## src/rtl/sbt_regs.svh

```systemverilog
// Constants of the boundary-scan test port: codes, widths, reset values, timing
`ifndef SBT_REGS_SVH
`define SBT_REGS_SVH
`define SBT_IR_W 3
`define SBT_ID_W 32
`define SBT_IR_CAPTURE 3'h1
`define SBT_OP_EXTEST 3'h0
`define SBT_OP_IDCODE 3'h1
`define SBT_OP_SAMPLEZ 3'h2
`define SBT_OP_RSVD3 3'h3
`define SBT_OP_SAMPLE 3'h4
`define SBT_OP_RSVD5 3'h5
`define SBT_BYPASS_RST 1'h0
`define SBT_RESET_TMS_EDGES 5
`define SBT_TCK_MIN_NS 50
`define SBT_CLK_NS 10
`define SBT_TCK_MIN_CYC ((`SBT_TCK_MIN_NS + `SBT_CLK_NS - 1) / `SBT_CLK_NS)
`endif

```

## src/rtl/sbt_pkg.sv

```systemverilog
// Types of the boundary-scan test port
`default_nettype none
package sbt_pkg;
  // Controller states, Gray-coded along the shift path
  typedef enum logic [3:0] {
    SBT_RESET = 4'h0, SBT_IDLE = 4'h1, SBT_SEL_DR = 4'h3, SBT_CAP_DR = 4'h2,
    SBT_SH_DR = 4'h6, SBT_EX1_DR = 4'h7, SBT_PA_DR = 4'h5, SBT_EX2_DR = 4'h4,
    SBT_UPD_DR = 4'hc, SBT_SEL_IR = 4'hd, SBT_CAP_IR = 4'hf, SBT_SH_IR = 4'he,
    SBT_EX1_IR = 4'ha, SBT_PA_IR = 4'hb, SBT_EX2_IR = 4'h9, SBT_UPD_IR = 4'h8
  } sbt_state_e;
  // Serial link pins as seen by the device
  typedef struct packed {
    logic tck;
    logic tms;
    logic tdi;
  } sbt_link_in_s;
  typedef struct packed {
    logic tdo;
    logic tdo_oe;
  } sbt_link_out_s;
endpackage
`default_nettype wire

```

## src/rtl/sbt_tap.sv

```systemverilog
// Serial boundary-scan test port of the memory, oversampling the test clock
`include "sbt_regs.svh"
`default_nettype none
////////////////////////////////////////////////////////////////////////////////
// Functional notes
// - Capture-DR loads boundary chain from all input pins; Shift-DR shifts it.
// - TDI enters each register's MSB; TDO leaves from its LSB.
// - ID instruction captures the hardwired 32-bit code and shifts it out.
// - Three-bit instruction register; all eight codes decoded.
// - Never drive the memory core nor preload I/O; only capture.
// - New instruction takes effect only at Update-IR.
// - Code 000 acts like sample and floats memory outputs.
// - Instruction becomes ID at power-up and in test-logic-reset.
// - Sample-with-float shifts boundary chain and floats memory outputs.
// - Sample snapshots pins at Capture-DR without disturbing memory.
// - Update-DR under sample acts like Pause-DR; nothing reaches outputs.
// - Bypass puts the one-bit bypass register in the serial path.
// - Codes: 000 extest, 001 ID, 010 sample-float, 100 sample, 011/101 reserved.
// - Capture-IR loads 01 into the two low instruction bits.
// - Five TMS-high rising edges reset the port; also at power-up.
// - Sample TMS and TDI on rising edge; update TDO on falling edge.
module sbt_tap
  import sbt_pkg::*;
#(
  parameter int unsigned BSR_W = 71,
  parameter logic [`SBT_ID_W-1:0] ID_CODE = 32'h0aa5_5001 // Arbitrary neutral value
) (
  input wire logic core_clk,
  input wire logic resetn,
  input wire sbt_link_in_s link_in,
  output sbt_link_out_s link_out,
  input wire logic [BSR_W-1:0] pin_values,
  output logic mem_out_float
);

  typedef struct packed {
    logic [2:0] tck_sync;
    logic [1:0] tms_sync;
    logic [1:0] tdi_sync;
    sbt_state_e state;
    logic [`SBT_IR_W-1:0] ir_shift;
    logic [`SBT_IR_W-1:0] ir;
    logic [BSR_W-1:0] bsr;
    logic [`SBT_ID_W-1:0] idr;
    logic bypass;
    logic tdo;
    logic tdo_oe;
    logic [2:0] tms_high_cnt;
    logic [BSR_W-1:0] pin_meta;
    logic [BSR_W-1:0] pin_sync;
  } sbt_tap_s;

  sbt_tap_s st;
  sbt_tap_s next_st;
  logic tck_rise;
  logic tck_fall;
  logic tms_s;
  logic tdi_s;
  logic [1:0] sel;
  logic ser_bit;

  // Synchronised pins: stage 0 feeds only stage 1
  assign tms_s = st.tms_sync[1];
  assign tdi_s = st.tdi_sync[1];
  assign tck_rise = st.tck_sync[1] & ~st.tck_sync[2];
  assign tck_fall = ~st.tck_sync[1] & st.tck_sync[2];

  // Data register choice: 0 boundary, 1 ID, 2 bypass
  always_comb begin
    case (st.ir)
      `SBT_OP_EXTEST, `SBT_OP_SAMPLEZ, `SBT_OP_SAMPLE: sel = 2'h0;
      `SBT_OP_IDCODE: sel = 2'h1;
      default: sel = 2'h2;
    endcase
  end

  // Bit presented toward TDO, always the LSB of the chosen register
  always_comb begin
    ser_bit = st.bypass;
    if (st.state == SBT_SH_IR) begin
      ser_bit = st.ir_shift[0];
    end else if (sel == 2'h0) begin
      ser_bit = st.bsr[0];
    end else if (sel == 2'h1) begin
      ser_bit = st.idr[0];
    end
  end

  // Floating the memory outputs is the only effect on the memory side
  assign mem_out_float = (st.ir == `SBT_OP_EXTEST) || (st.ir == `SBT_OP_SAMPLEZ);
  assign link_out.tdo = st.tdo;
  assign link_out.tdo_oe = st.tdo_oe;

  // Next-state logic; all link work happens on detected test clock edges
  always_comb begin
    next_st = st;
    next_st.tck_sync = {st.tck_sync[1:0], link_in.tck};
    next_st.tms_sync = {st.tms_sync[0], link_in.tms};
    next_st.tdi_sync = {st.tdi_sync[0], link_in.tdi};
    // Memory balls belong to the fast memory clock, so they are synchronised too
    next_st.pin_meta = pin_values;
    next_st.pin_sync = st.pin_meta;
    if (tck_rise) begin
      // Rising edge samples TMS and TDI
      next_st.tms_high_cnt = tms_s ? ((st.tms_high_cnt == 3'h7) ? 3'h7 : st.tms_high_cnt + 3'h1) : 3'h0;
      case (st.state)
        SBT_RESET: next_st.state = tms_s ? SBT_RESET : SBT_IDLE;
        SBT_IDLE: next_st.state = tms_s ? SBT_SEL_DR : SBT_IDLE;
        SBT_SEL_DR: next_st.state = tms_s ? SBT_SEL_IR : SBT_CAP_DR;
        SBT_CAP_DR: next_st.state = tms_s ? SBT_EX1_DR : SBT_SH_DR;
        SBT_SH_DR: next_st.state = tms_s ? SBT_EX1_DR : SBT_SH_DR;
        SBT_EX1_DR: next_st.state = tms_s ? SBT_UPD_DR : SBT_PA_DR;
        SBT_PA_DR: next_st.state = tms_s ? SBT_EX2_DR : SBT_PA_DR;
        SBT_EX2_DR: next_st.state = tms_s ? SBT_UPD_DR : SBT_SH_DR;
        SBT_UPD_DR: next_st.state = tms_s ? SBT_SEL_DR : SBT_IDLE;
        SBT_SEL_IR: next_st.state = tms_s ? SBT_RESET : SBT_CAP_IR;
        SBT_CAP_IR: next_st.state = tms_s ? SBT_EX1_IR : SBT_SH_IR;
        SBT_SH_IR: next_st.state = tms_s ? SBT_EX1_IR : SBT_SH_IR;
        SBT_EX1_IR: next_st.state = tms_s ? SBT_UPD_IR : SBT_PA_IR;
        SBT_PA_IR: next_st.state = tms_s ? SBT_EX2_IR : SBT_PA_IR;
        SBT_EX2_IR: next_st.state = tms_s ? SBT_UPD_IR : SBT_SH_IR;
        SBT_UPD_IR: next_st.state = tms_s ? SBT_SEL_DR : SBT_IDLE;
        default: next_st.state = SBT_RESET;
      endcase
      // Five TMS-high edges always land in reset, the walk guarantees it
      if (tms_s && st.tms_high_cnt >= 3'(`SBT_RESET_TMS_EDGES - 1)) begin
        next_st.state = SBT_RESET;
      end
      // Register actions of the state being left
      case (st.state)
        SBT_RESET: next_st.ir = `SBT_OP_IDCODE;
        SBT_CAP_DR: begin
          // Capture only; nothing is ever written back to pins or core
          if (sel == 2'h0) next_st.bsr = st.pin_sync;
          if (sel == 2'h1) next_st.idr = ID_CODE;
          if (sel == 2'h2) next_st.bypass = `SBT_BYPASS_RST;
        end
        SBT_SH_DR: begin
          if (sel == 2'h0) next_st.bsr = {tdi_s, st.bsr[BSR_W-1:1]};
          if (sel == 2'h1) next_st.idr = {tdi_s, st.idr[`SBT_ID_W-1:1]};
          if (sel == 2'h2) next_st.bypass = tdi_s;
        end
        SBT_CAP_IR: next_st.ir_shift = {st.ir_shift[2], 2'(`SBT_IR_CAPTURE)};
        SBT_SH_IR: next_st.ir_shift = {tdi_s, st.ir_shift[2:1]};
        // Update-DR holds registers like Pause-DR: no preload stage exists
        SBT_UPD_DR: next_st.bsr = st.bsr;
        default: begin
        end
      endcase
      // Instruction is applied on entry to Update-IR only
      if (next_st.state == SBT_UPD_IR) next_st.ir = st.ir_shift;
      // Entering test-logic-reset restores the ID instruction at once
      if (next_st.state == SBT_RESET) next_st.ir = `SBT_OP_IDCODE;
    end
    if (tck_fall) begin
      // Falling edge drives TDO, enabled only in the two shift states
      next_st.tdo_oe = (st.state == SBT_SH_DR) || (st.state == SBT_SH_IR);
      next_st.tdo = next_st.tdo_oe ? ser_bit : 1'h0;
    end
  end

  // State register; power-up reset leaves ID instruction and TDO floating
  always_ff @(posedge core_clk or negedge resetn) begin
    if (!resetn) begin
      st <= '0;
      st.state <= SBT_RESET;
      st.ir <= `SBT_OP_IDCODE;
      st.ir_shift <= `SBT_OP_IDCODE;
    end else begin
      st <= next_st;
    end
  end
endmodule
`default_nettype wire

```

## config.mk

```make
export PLATFORM = sky130hd
export DESIGN_NAME = sbt_tap
export DESIGN_NICKNAME = d
export VERILOG_FILES = /design/src/rtl/sbt_pkg.sv /design/src/rtl/sbt_tap.sv
export VERILOG_INCLUDE_DIRS = /design/src /design/src/rtl
export SDC_FILE = /design/constraint.sdc
export NUM_CORES = 1
export LEC_CHECK = 0
export BUFFER_PORTS_ARGS = -buffer_cell sky130_fd_sc_hd__buf_2
export CORE_MARGIN = 8
export CORE_UTILIZATION = 55
export DETAILED_ROUTE_END_ITERATION = 10
export PLACE_DENSITY_LB_ADDON = 0.15
export SYNTH_ARGS = -nofsm -noshare
export SYNTH_HDL_FRONTEND = slang
export SYNTH_SLANG_ARGS = --single-unit
export TNS_END_PERCENT = 5
```

## constraint.sdc

```tcl
create_clock -name core_clk -period 5.4 [get_ports core_clk]
set_clock_uncertainty 0.2 [all_clocks]
set_input_delay 0.81 -clock core_clk [delete_from_list [all_inputs] [get_ports core_clk]]
set_output_delay 0.81 -clock core_clk [all_outputs]
set_load 0.005 [all_outputs]
```

* Word-level counts from Yosys, hierarchy flattened
Cells that the tools add are included.
Word-level totals: bits in registers 268, latch bits 0, RAM bits 0, ROM bits 0, output and inout bits 3, memories 0
Operators by class: add/sub/neg operators 1, multipliers 0, div/mod/pow operators 0, order comparisons 1, equality and inequality tests 28, shift-type cells 0, multiplexer cells 34, bitwise operators 5, reductions and logical operators 20
Operators with widths (number):
- 71-bit 2-to-1 mux | 2
- 71-bit case mux with 2 select lines | 1
- 33-bit case mux with 2 select lines | 1
- 32-bit 2-to-1 mux | 2
- 4-bit case mux with 12 select lines | 1
- 4-bit == test, second input constant | 9
- 4-bit 2-to-1 mux | 6
- 3-bit 2-to-1 mux | 7
- 4-bit by 3-bit == test with 1-bit output, second input constant | 4
- 2-bit != test, second input constant | 6
- 4-bit AND reduction | 3
- 1-bit 2-to-1 mux | 9
- 4-bit by 2-bit == test with 1-bit output, second input constant | 2
- 4-bit logical NOT | 2
- 3-bit == test, second input constant | 2
- 2-bit 2-to-1 mux | 3
- 3-bit case mux with 2 select lines | 1
- 3-bit OR reduction | 2
- 4-bit by 1-bit == test with 1-bit output, second input constant | 1
- 2-bit case mux with 2 select lines | 1
- 2-bit AND reduction | 2
- 2-bit nonzero test | 2
- 2-bit OR reduction | 2
- 3-bit by 1-bit adder with 3-bit output, second input constant | 1
- 13 further kinds | 17

* Longest topological paths before layout
Gate-level depths: netlist of run 1.
depth after elaboration 8, gate-level depth with buffers 7

* Worst setup path after synthesis of run 1
No wires, ideal clock.
kind register to register, start register st[251] in the netlist's numbering, end register st[160] in the netlist's numbering, setup time 0.120 ns, arrival time 1.686 ns, path slack 3.394 ns, cell stages (with the launch flop) 7, cells stage by stage dfstp_2 > or3b_1 > or4_1 > buf_2 > buf_6 > nand2_1 > nand2_1
Between the ends: longest elaborated chain between the ends 6, elaborated cells on any way between the ends 10, those cells by class eq/ne (6); mux (1); reduce/logical (3)
Ends and longest elaborated chain:
- from (decl) | RTL line sbt_tap.sv:53 | sbt_tap_s st;
- from (signal assigned) | RTL line sbt_tap.sv:170 | st <= next_st;
- 3-bit by 2-bit == test with 1-bit output (tied with other cells) | RTL line sbt_tap.sv:70 | case (st.ir)
- 3-bit OR reduction | RTL line sbt_tap.sv:70
- 2-bit case mux with 2 select lines * | RTL line sbt_tap.sv:70
- 2-bit by 1-bit == test with 1-bit output * | RTL line sbt_tap.sv:135, sbt_tap.sv:140
- 2-bit != test (no line)
- 4-bit AND reduction (no line) *
Mark *: on every way between the ends. The rest lies on a longest branch, timed or not. A chain may end at the register's enable or synchronous reset.

* Final worst setup path of run 1
start register st[258] in the netlist's numbering, end register st[216] in the netlist's numbering
Between the ends: longest elaborated chain between the ends 3, elaborated cells on any way between the ends 7, those cells by class eq/ne (4); mux (1); reduce/logical (2)
Ends and longest elaborated chain:
- 4-bit by 2-bit == test with 1-bit output or 4-bit by 3-bit == test with 1-bit output (tied branches) | RTL line sbt_tap.sv:130 | case (st.state)
- 2-bit != test (no line) or 2-bit nonzero test (tied branches)
- 4-bit AND reduction (no line)
Parallel ways exist; a longest one is shown, timed or not.

==> metrics, run 1 <==
status=complete, no violations; post-synth cell types=46; clock latency on the worst-skew pair=0.51 ns; gpl congestion=0.752; CP arrival=3.24 ns; GRT overflow=0; worst-margin pin slew=1.01 ns; hold_buf cts=0; CTS tree=done; DPL Wire Length=9440 µm; # diodes=0; Post-synth top cells=dfrtp_1 (266), nand2_1 (225), nor2_1 (80); final-report hold violation count=0; Placed Cells=1,056; Initial Util=56.0%; vias in the first global route=5,933; initial antenna violation count=0; clk buf depth=3; post-route antenna net violation count=0; Reg clk slew, reported paths=0.06 ns; largest cells by area after synthesis=dfrtp_1 (72%), nand2_1 (9.2%), a31oi_1 (5.0%); worst hold margin=0.122 ns; Routed WL per cell=14.0 µm; DRC Markers=0; CP Max Fanout=98; Slew headroom=32.9%; CTS resizes=0; most numerous cell in the Yosys netlist=dfrtp_1; # IOs=79; clock sinks=268; ys async rst share=100%; Total Neg Setup Slack=0 ns; area share of the largest cell type after synthesis=72.1%; period utilization=55.7%; sequential element share of the synthesized area=72.7%; Vias=5,703; setup bufs post-CTS=0; Avg Inst Size Synth=11.5 µm²; synth-to-layout area growth=15.4%; Final min period=3.01 ns; unrepaired setup endpoints after global routing=false; maximum VDD drop=273 µV; Port-buffer cells=78; total CTS buffers=26; synthesis-stage register bit count=268; CP Launch Type=flop; drt via density=5.17; Mapped Area=9230 µm²; core box area=16,500 µm²; Die Span X=146 µm; nets@finish=941; number of synthesis warnings=0; root buffer selected by CTS=clkbuf_16; Overall Global Routing Usage=14.9%; Syn Inst Count=803; largest net degree at the start of global routing=118; Final setup viols=0; Worst Hold Class=input port to asynchronous set/reset pin; ratio of cells with drive above 1 in the final layout=15.4%; leading area contributor after synthesis=dfrtp_1; Die Footprint=21,200 µm²; Required @ worst endpoint=5.63 ns; DIE HEIGHT=146 µm; first-pass GRT wire length=27,300 µm; max cap viols=0; non-filler cells, final=1,103; Slew Viols, Final=0; Detailed Route WL=15,500 µm; number of synthesized flops with an enable pin=0; crit path kind=flop to flop; pwr dens=521 nW/µm²; static leakage=5.03 nW; fmax=333 MHz; Detailed Route Iter0 Violations=458; # rows=47; CP endpoint kind=flop; Synth Flop Type=dfrtp_1; Mapped Nets=880; drt pass-1 iters=7; H-Tree Depth=1
final timing paths:
check,to,depth (start not counted),slack [ns],startpoint
max,st[216],6,2.39,st[258]
min reg2reg,st[10],0,0.15,next_st[10]
min,st[259],1,0.12,resetn
min in group core_clk,st[10],0,0.15,next_st[10]
max in group asynchronous,st[57],2,3.75,resetn
max reg2reg,st[216],6,2.39,st[258]
stage by stage:
stage | area (µm²) | setup WS, ns | utilization, % | total power [mW]
after floorplan | 9230 | 3.39 | - | 3.42
after global placement | 9740 | 2.53 | 59.1 | 3.63
after detailed placement | 9740 | 2.42 | 59.1 | 3.71
after CTS | 10700 | 2.39 | 64.7 | 5.62
after global routing | 10700 | 2.07 | 64.7 | 5.88
final | 10700 | 2.39 | 64.7 | 5.55
per-layer routing:
metal  share of wire [%]  global-route usage [%]  vias up  routed length, µm
li1                    -                       -     2768                  -
met1                  47                    20.2     2794               7240
met2                  47                    24.0      116               7320
met3                 3.9                    2.83       25                609
met4                 1.9                    4.84        0                293
met5                   0                       0        -                  0
flip-flops by register name, indices dropped and copies added, names as in the netlist:
name and flops:
next_st 75, link_out 2, st 191
critical path: stages (launching register included):
cell	delay, ns
dfrtp_1	0.65
nand2b_1	0.30
nor4b_4	0.29
buf_4	0.41
buf_4	0.72
nor2_1	0.12
a31oi_1	0.16
cell usage in the layout (no fill, tap or decap), types with 2 or more instances in the layout:
master      count
or2_2           2
o21ai_0        22
nand2b_1        5
inv_1           5
clkbuf_1        7
nor4_1          2
nand3_1        24
a21oi_1         9
clkbuf_16      27
dfrtp_1       266
clkbuf_8        2
buf_2          77
clkinv_2        4
mux2i_1         2
nor2b_1         4
o22a_1          2
bufinv_16       5
dfstp_2         2
buf_4           6
clkinvlp_4      2
a31oi_1        74
nor2_1         79
nand2_1       225
mux2_2          3
final cells by class:
cell class / count / area (µm²)
Clock buffer: 36 / 729
Timing Repair Buffer: 85 / 465
Inverter: 5 / 18.8
Clock inverter: 11 / 185
Multi-Input combinational cell: 478 / 2270
Fill cell: 1271 / 5810
Tap cell: 220 / 275
Sequential cell: 268 / 6710
power breakdown:
| group | internal [mW] | switching [mW] | total, mW |
|---|---|---|---|
| registers | 2.43 | 0.290 | 2.72 |
| clock network | 1.18 | 0.702 | 1.88 |
| logic | 0.377 | 0.565 | 0.942 |
cell families (layout without fill, tap and decap cells):
logic type | Yosys count | in the layout | synth area share [%]
AOI/OAI and AO/OA | 118 | 118 | 7.91
xor gates and xnor gates | 1 | 1 | 0.0949
adders and majority gates | 1 | 1 | 0.136
buffers and inverters | 57 | 137 | 2.87
DFF | 268 | 268 | 72.7
muxes | 5 | 5 | 0.583
and+or+nand+nor | 353 | 353 | 15.7
Power figures use the tool's default switching activity.
==> run 2: changes to the inputs <==
--- a/config.mk
+++ b/config.mk
@@ -8,7 +8,7 @@
 export LEC_CHECK = 0
 export BUFFER_PORTS_ARGS = -buffer_cell sky130_fd_sc_hd__buf_2
 export CORE_MARGIN = 8
-export CORE_UTILIZATION = 55
+export CORE_UTILIZATION = 53
 export DETAILED_ROUTE_END_ITERATION = 10
 export PLACE_DENSITY_LB_ADDON = 0.15
 export SYNTH_ARGS = -nofsm -noshare
==> constraint.sdc (replaced) <==
create_clock -name core_clk -period 2.7 [get_ports core_clk]
set_clock_uncertainty 0.2 [all_clocks]
set_input_delay 0.405 -clock core_clk [delete_from_list [all_inputs] [get_ports core_clk]]
set_output_delay 0.405 -clock core_clk [all_outputs]
set_load 0.005 [all_outputs]
==> run 2 against run 1 <==
  * Utilization is 3.3 points higher
  * First-iteration DRC count is 5.7% higher
  * Sequential share of layout area is 5.5 points lower
  * Combinational power is 120% higher
  * Cell area is 9.6% higher
  * Non-clock buffer count is 81 higher
  * Clock-buffer cell count is 2 lower
  * Setup slack worse by 2.1 ns
  * Worst hold slack better by 0.021 ns
  * Die area is 3.4% higher
  * Sequential power is 100% higher
  * Cell count is 8.1% higher
  * Largest cell class unchanged
  * Largest power group unchanged
==> metrics, run 2 (same netlist as run 1, synthesis figures left out) <==
clock sinks=268; DRC Markers=0; root buffer selected by CTS=clkbuf_16; Worst Hold Class=flop to flop; CP arrival=2.66 ns; synth-to-layout area growth=26.5%; Crit path largest cell delay=0.66 ns; static leakage=5.47 nW; status=complete, no violations; # diodes=0; commonest non-fill, non-tap cell in the layout=dfrtp_1; CP Max Fanout=142; Overall Global Routing Usage=16.2%; drt via density=5.13; Core Util, Final=68.0%; Die Span X=148 µm; Worst Path Buf+Inv=1; largest net degree at the start of global routing=143; total CTS buffers=27; clk buf depth=3; drt pass-1 iters=5; critical path depth=5; DPL Wire Length=9700 µm; max FFs per register=191; Logic pwr share=17.8%; period utilization=89.8%; reg2reg setup slack=0.28 ns; Die Footprint=21,900 µm²; Port-buffer cells=78; critical path cell sequence=nand2b_1, nor4b_4, buf_12, nor2_1, a31oi_1; Final setup viols=0; Detailed Route WL=17,400 µm; max cap viols=0; core box area=17,200 µm²; CTS tree=done; Detailed Route Iter0 Violations=484; r2r endpoint=st[229]; initial antenna violation count=0; H-Tree Depth=1; Required @ worst endpoint=2.94 ns; Top reg by flops=st; Reg clk slew, reported paths=0.06 ns; Slowest cell on crit path=dfrtp_1; Sequential Power Share=45.9%; Pint=8.55 mW; Final min period=2.42 ns; CP endpoint kind=flop; final-report hold violation count=0; CP top delay family=simple AND/OR/NAND/NOR gates; nets@finish=1,023; vias in the first global route=6,180; # rows=48; CP Launch Type=flop; clock power share=36.4%; Sw Share=27.8%; Routed WL per cell=14.6 µm; ratio of cells with drive above 1 in the final layout=15.7%; R2R cell count=5; Slew headroom=63.1%; most frequent cells in the layout=dfrtp_1 (266), nand2_1 (225), nor2_1 (79); GRT overflow=0; clock latency on the worst-skew pair=0.52 ns; Sw Pwr=3.29 mW; Total Neg Setup Slack=0 ns; worst-margin pin slew=0.553 ns; maximum VDD drop=609 µV; Hold Path Depth=0; hold path start=next_st[15]; Slew Viols, Final=0; # IOs=79; Vias=6,117; WHS Endpoint=st[15]; RR Startpoint=st[258]; pwr dens=1010 nW/µm²; first-pass GRT wire length=29,800 µm; Initial Util=53.7%; unrepaired setup endpoints after global routing=false; gpl congestion=0.800; post-route antenna net violation count=0; fmax=413 MHz; DIE HEIGHT=148 µm; crit path kind=flop to flop
[run 2: power groups by stage]
| stage | combinational [mW] | sequential (mW) | clock [mW] |
|---|---|---|---|
| after floorplan | 1.59 | 5.26 | 0 |
| after global placement | 1.90 | 5.43 | 0 |
| after detailed placement | 2.03 | 5.48 | 0 |
| after CTS | 2.13 | 5.42 | 4.39 |
| after global routing | 2.40 | 5.54 | 4.57 |
| final | 2.10 | 5.43 | 4.31 |
[run 2: timing repair]
| item | CTS | global route |
|---|---|---|
| gates resized for setup | 0 | 0 |
| setup buffers | 0 | 0 |
| hold endpoints to repair | 134 | 0 |
| hold buffers | 75 | 0 |
[run 2: area by class of cell]
| class | instances | area, µm² |
|---|---|---|
| sequential | 268 | 6710 |
| inverter | 5 | 18.8 |
| multi-input combinational | 478 | 2270 |
| clock buffer | 34 | 772 |
| fill | 1237 | 5500 |
| clock inverter | 16 | 298 |
| tap | 225 | 282 |
| timing repair buffer | 166 | 1320 |
[run 2: worst max path at each step]
stage / start / end / slack, ns
after CTS: st[258] / st[229] / 0.32
final: st[258] / st[229] / 0.28
after floorplan: st[251] / st[160] / 0.69
after global routing: st[258] / st[226] / 0.14
after global placement: st[258] / st[225] / 0.51
after detailed placement: st[258] / st[229] / 0.34
[run 2: metrics by stage]
| step | hold WS (ns) | cells | total power, mW | worst slack (ns) | instance area (µm²) |
|---|---|---|---|---|---|
| 2_1_floorplan | -0.0906 | 803 | 6.85 | 0.694 | 9230 |
| 3_3_place_gp | 0.134 | 1067 | 7.33 | 0.510 | 9850 |
| 5_1_grt | 0.150 | 1192 | 12.5 | 0.142 | 11700 |
| 4_1_cts | 0.145 | 1192 | 11.9 | 0.320 | 11700 |
| 6_report | 0.142 | 1192 | 11.8 | 0.277 | 11700 |
| 3_5_place_dp | 0.135 | 1067 | 7.50 | 0.344 | 9850 |
[run 2: metal layers]
metal  global-route usage (%)  up-vias  wire length [µm]
met1                     21.8     3012              7560
met3                     3.39       29               858
li1                         -     2933                 -
met2                     26.8      143              8710
met4                     3.93        0               259
met5                        0        -                 0
==> run 3: changes to the inputs <==
--- a/config.mk
+++ b/config.mk
@@ -11,6 +11,7 @@
 export CORE_UTILIZATION = 53
 export DETAILED_ROUTE_END_ITERATION = 10
 export PLACE_DENSITY_LB_ADDON = 0.15
+export RECOVER_POWER = 25
 export SYNTH_ARGS = -nofsm -noshare
 export SYNTH_HDL_FRONTEND = slang
 export SYNTH_SLANG_ARGS = --single-unit
==> run 3 against run 2 <==
  * Combinational power about the same
  * Sequential share of layout area about the same
  * Wire length barely moved
  * Global-route usage unchanged
  * Via count unchanged
  * Worst hold slack unchanged
==> metrics, run 3 (same netlist as run 1, synthesis figures left out) <==
status=complete, no violations; R2R cell count=5; Port-buffer cells=78; Logic pwr share=17.8%; Crit path largest cell delay=0.66 ns; CTS resizes=0; Sequential Power Share=45.9%; core box area=17,200 µm²; vias in the first global route=6,180; largest net degree at the start of global routing=143; reg2reg setup slack=0.28 ns; Sw Share=27.8%; CP Launch Type=flop; # rows=48; setup bufs post-CTS=0; Fillers=1,238; Routed WL per cell=14.6 µm; first-pass GRT wire length=29,800 µm; gpl congestion=0.800; initial antenna violation count=0; critical path capture point=st[229]; drt via density=5.13; nets@finish=1,023; Reg clk slew, reported paths=0.06 ns; maximum VDD drop=609 µV; worst-margin pin slew=0.553 ns; clk buf depth=3; crit path kind=flop to flop; Final setup viols=0; static leakage=5.47 nW; Core Util, Final=67.9%; critical path startpoint=st[258]; most frequent cells in the layout=dfrtp_1 (266), nand2_1 (225), nor2_1 (79); Die Footprint=21,900 µm²; max FFs per register=191; Overall Global Routing Usage=16.2%; CP Max Fanout=142; total CTS buffers=27; clock power share=36.4%; Slew headroom=63.1%; Total Neg Setup Slack=0 ns; Die Span X=148 µm; met3 GRT Util=3.39%; max cap viols=0; Slew Viols, Final=0; DIE HEIGHT=148 µm; Vias=6,117; Sw Pwr=3.29 mW; GRT overflow=0; CP arrival=2.66 ns; RR Startpoint=st[258]; Required @ worst endpoint=2.94 ns; final-report hold violation count=0; Pint=8.55 mW; Slowest cell on crit path=dfrtp_1; CTS tree=done; Final min period=2.42 ns; post-route antenna net violation count=0; GR peak layer=met2; clock sinks=268; Detailed Route WL=17,400 µm; synth-to-layout area growth=26.5%; period utilization=89.8%; # IOs=79; global routing met1 resource utilization=21.8%; DPL Wire Length=9700 µm; clock latency on the worst-skew pair=0.52 ns; Initial Util=53.7%; fmax=413 MHz; ratio of cells with drive above 1 in the final layout=15.6%; pwr dens=1020 nW/µm²; Detailed Route Iter0 Violations=484; GR Util met2=26.8%; r2r endpoint=st[229]; Worst Hold Class=flop to flop; # diodes=0; commonest non-fill, non-tap cell in the layout=dfrtp_1; worst hold margin=0.142 ns; DRC Markers=0; critical path cell sequence=nand2b_1, nor4b_4, buf_12, nor2_1, a31oi_1; drt pass-1 iters=5; unrepaired setup endpoints after global routing=false; CP endpoint kind=flop; H-Tree Depth=1; root buffer selected by CTS=clkbuf_16; Top reg by flops=st
[run 3: cell types whose count changed in the layout (fill, tap and decap cells not counted), sizes merged]
cell,change
clkbuf,+3
buf,-3
[run 3: worst min-delay path by stage]
stage,endpoint,slack [ns],start,depth (start not counted)
3_5_place_dp,st[18],0.13,next_st[18],0
5_1_grt,st[70],0.15,next_st[70],0
2_1_floorplan,link_out[0],-0.09,resetn,0
6_report,st[15],0.14,next_st[15],0
3_3_place_gp,st[18],0.13,next_st[18],0
4_1_cts,st[18],0.15,next_st[18],0
[run 3: cell type report]
type	instances	area (µm²)	share of cell area, %
Clock buffer	34	772	6.61
Clock inverter	16	298	2.55
Inverter	5	18.8	0.161
Multi-Input combinational cell	478	2270	19.4
Sequential cell	268	6710	57.5
Tap cell	225	282	2.41
Timing Repair Buffer	166	1320	11.3
[run 3: power groups by stage]
| stage | logic, mW | registers [mW] | clock network [mW] |
|---|---|---|---|
| 2_1_floorplan | 1.59 | 5.26 | 0 |
| 3_5_place_dp | 2.03 | 5.48 | 0 |
| 3_3_place_gp | 1.90 | 5.43 | 0 |
| 6_report | 2.10 | 5.43 | 4.31 |
| 5_1_grt | 2.40 | 5.54 | 4.57 |
| 4_1_cts | 2.13 | 5.42 | 4.39 |
[run 3: stage by stage]
stage               setup WS, ns  power, mW  cell area, µm²  std cells
floorplan                  0.694       6.85            9230        803
global placement           0.510       7.33            9850       1067
detailed placement         0.344       7.50            9850       1067
CTS                        0.320       11.9           11700       1192
global route               0.142       12.5           11700       1192
finish                     0.277       11.8           11700       1192
[run 3: worst max-delay path: cells and delay by family (launching register included)]
kind	cells	cell delay (ns)
flops	1	0.66
simple gates	3	0.75
compound gates	1	0.19
buf+inv	1	0.43
[run 3: routing by layer]
metal  up-vias  wire [µm]
met5         -          0
met4         0        259
met3        29        858
met2       143       8710
met1      3012       7560
li1       2933          -
[run 3: what timing repair did]
action,4_1_cts,5_1_grt
endpoints found under the setup margin,0,0
hold buffers,75,0
hold endpoints to repair,134,0
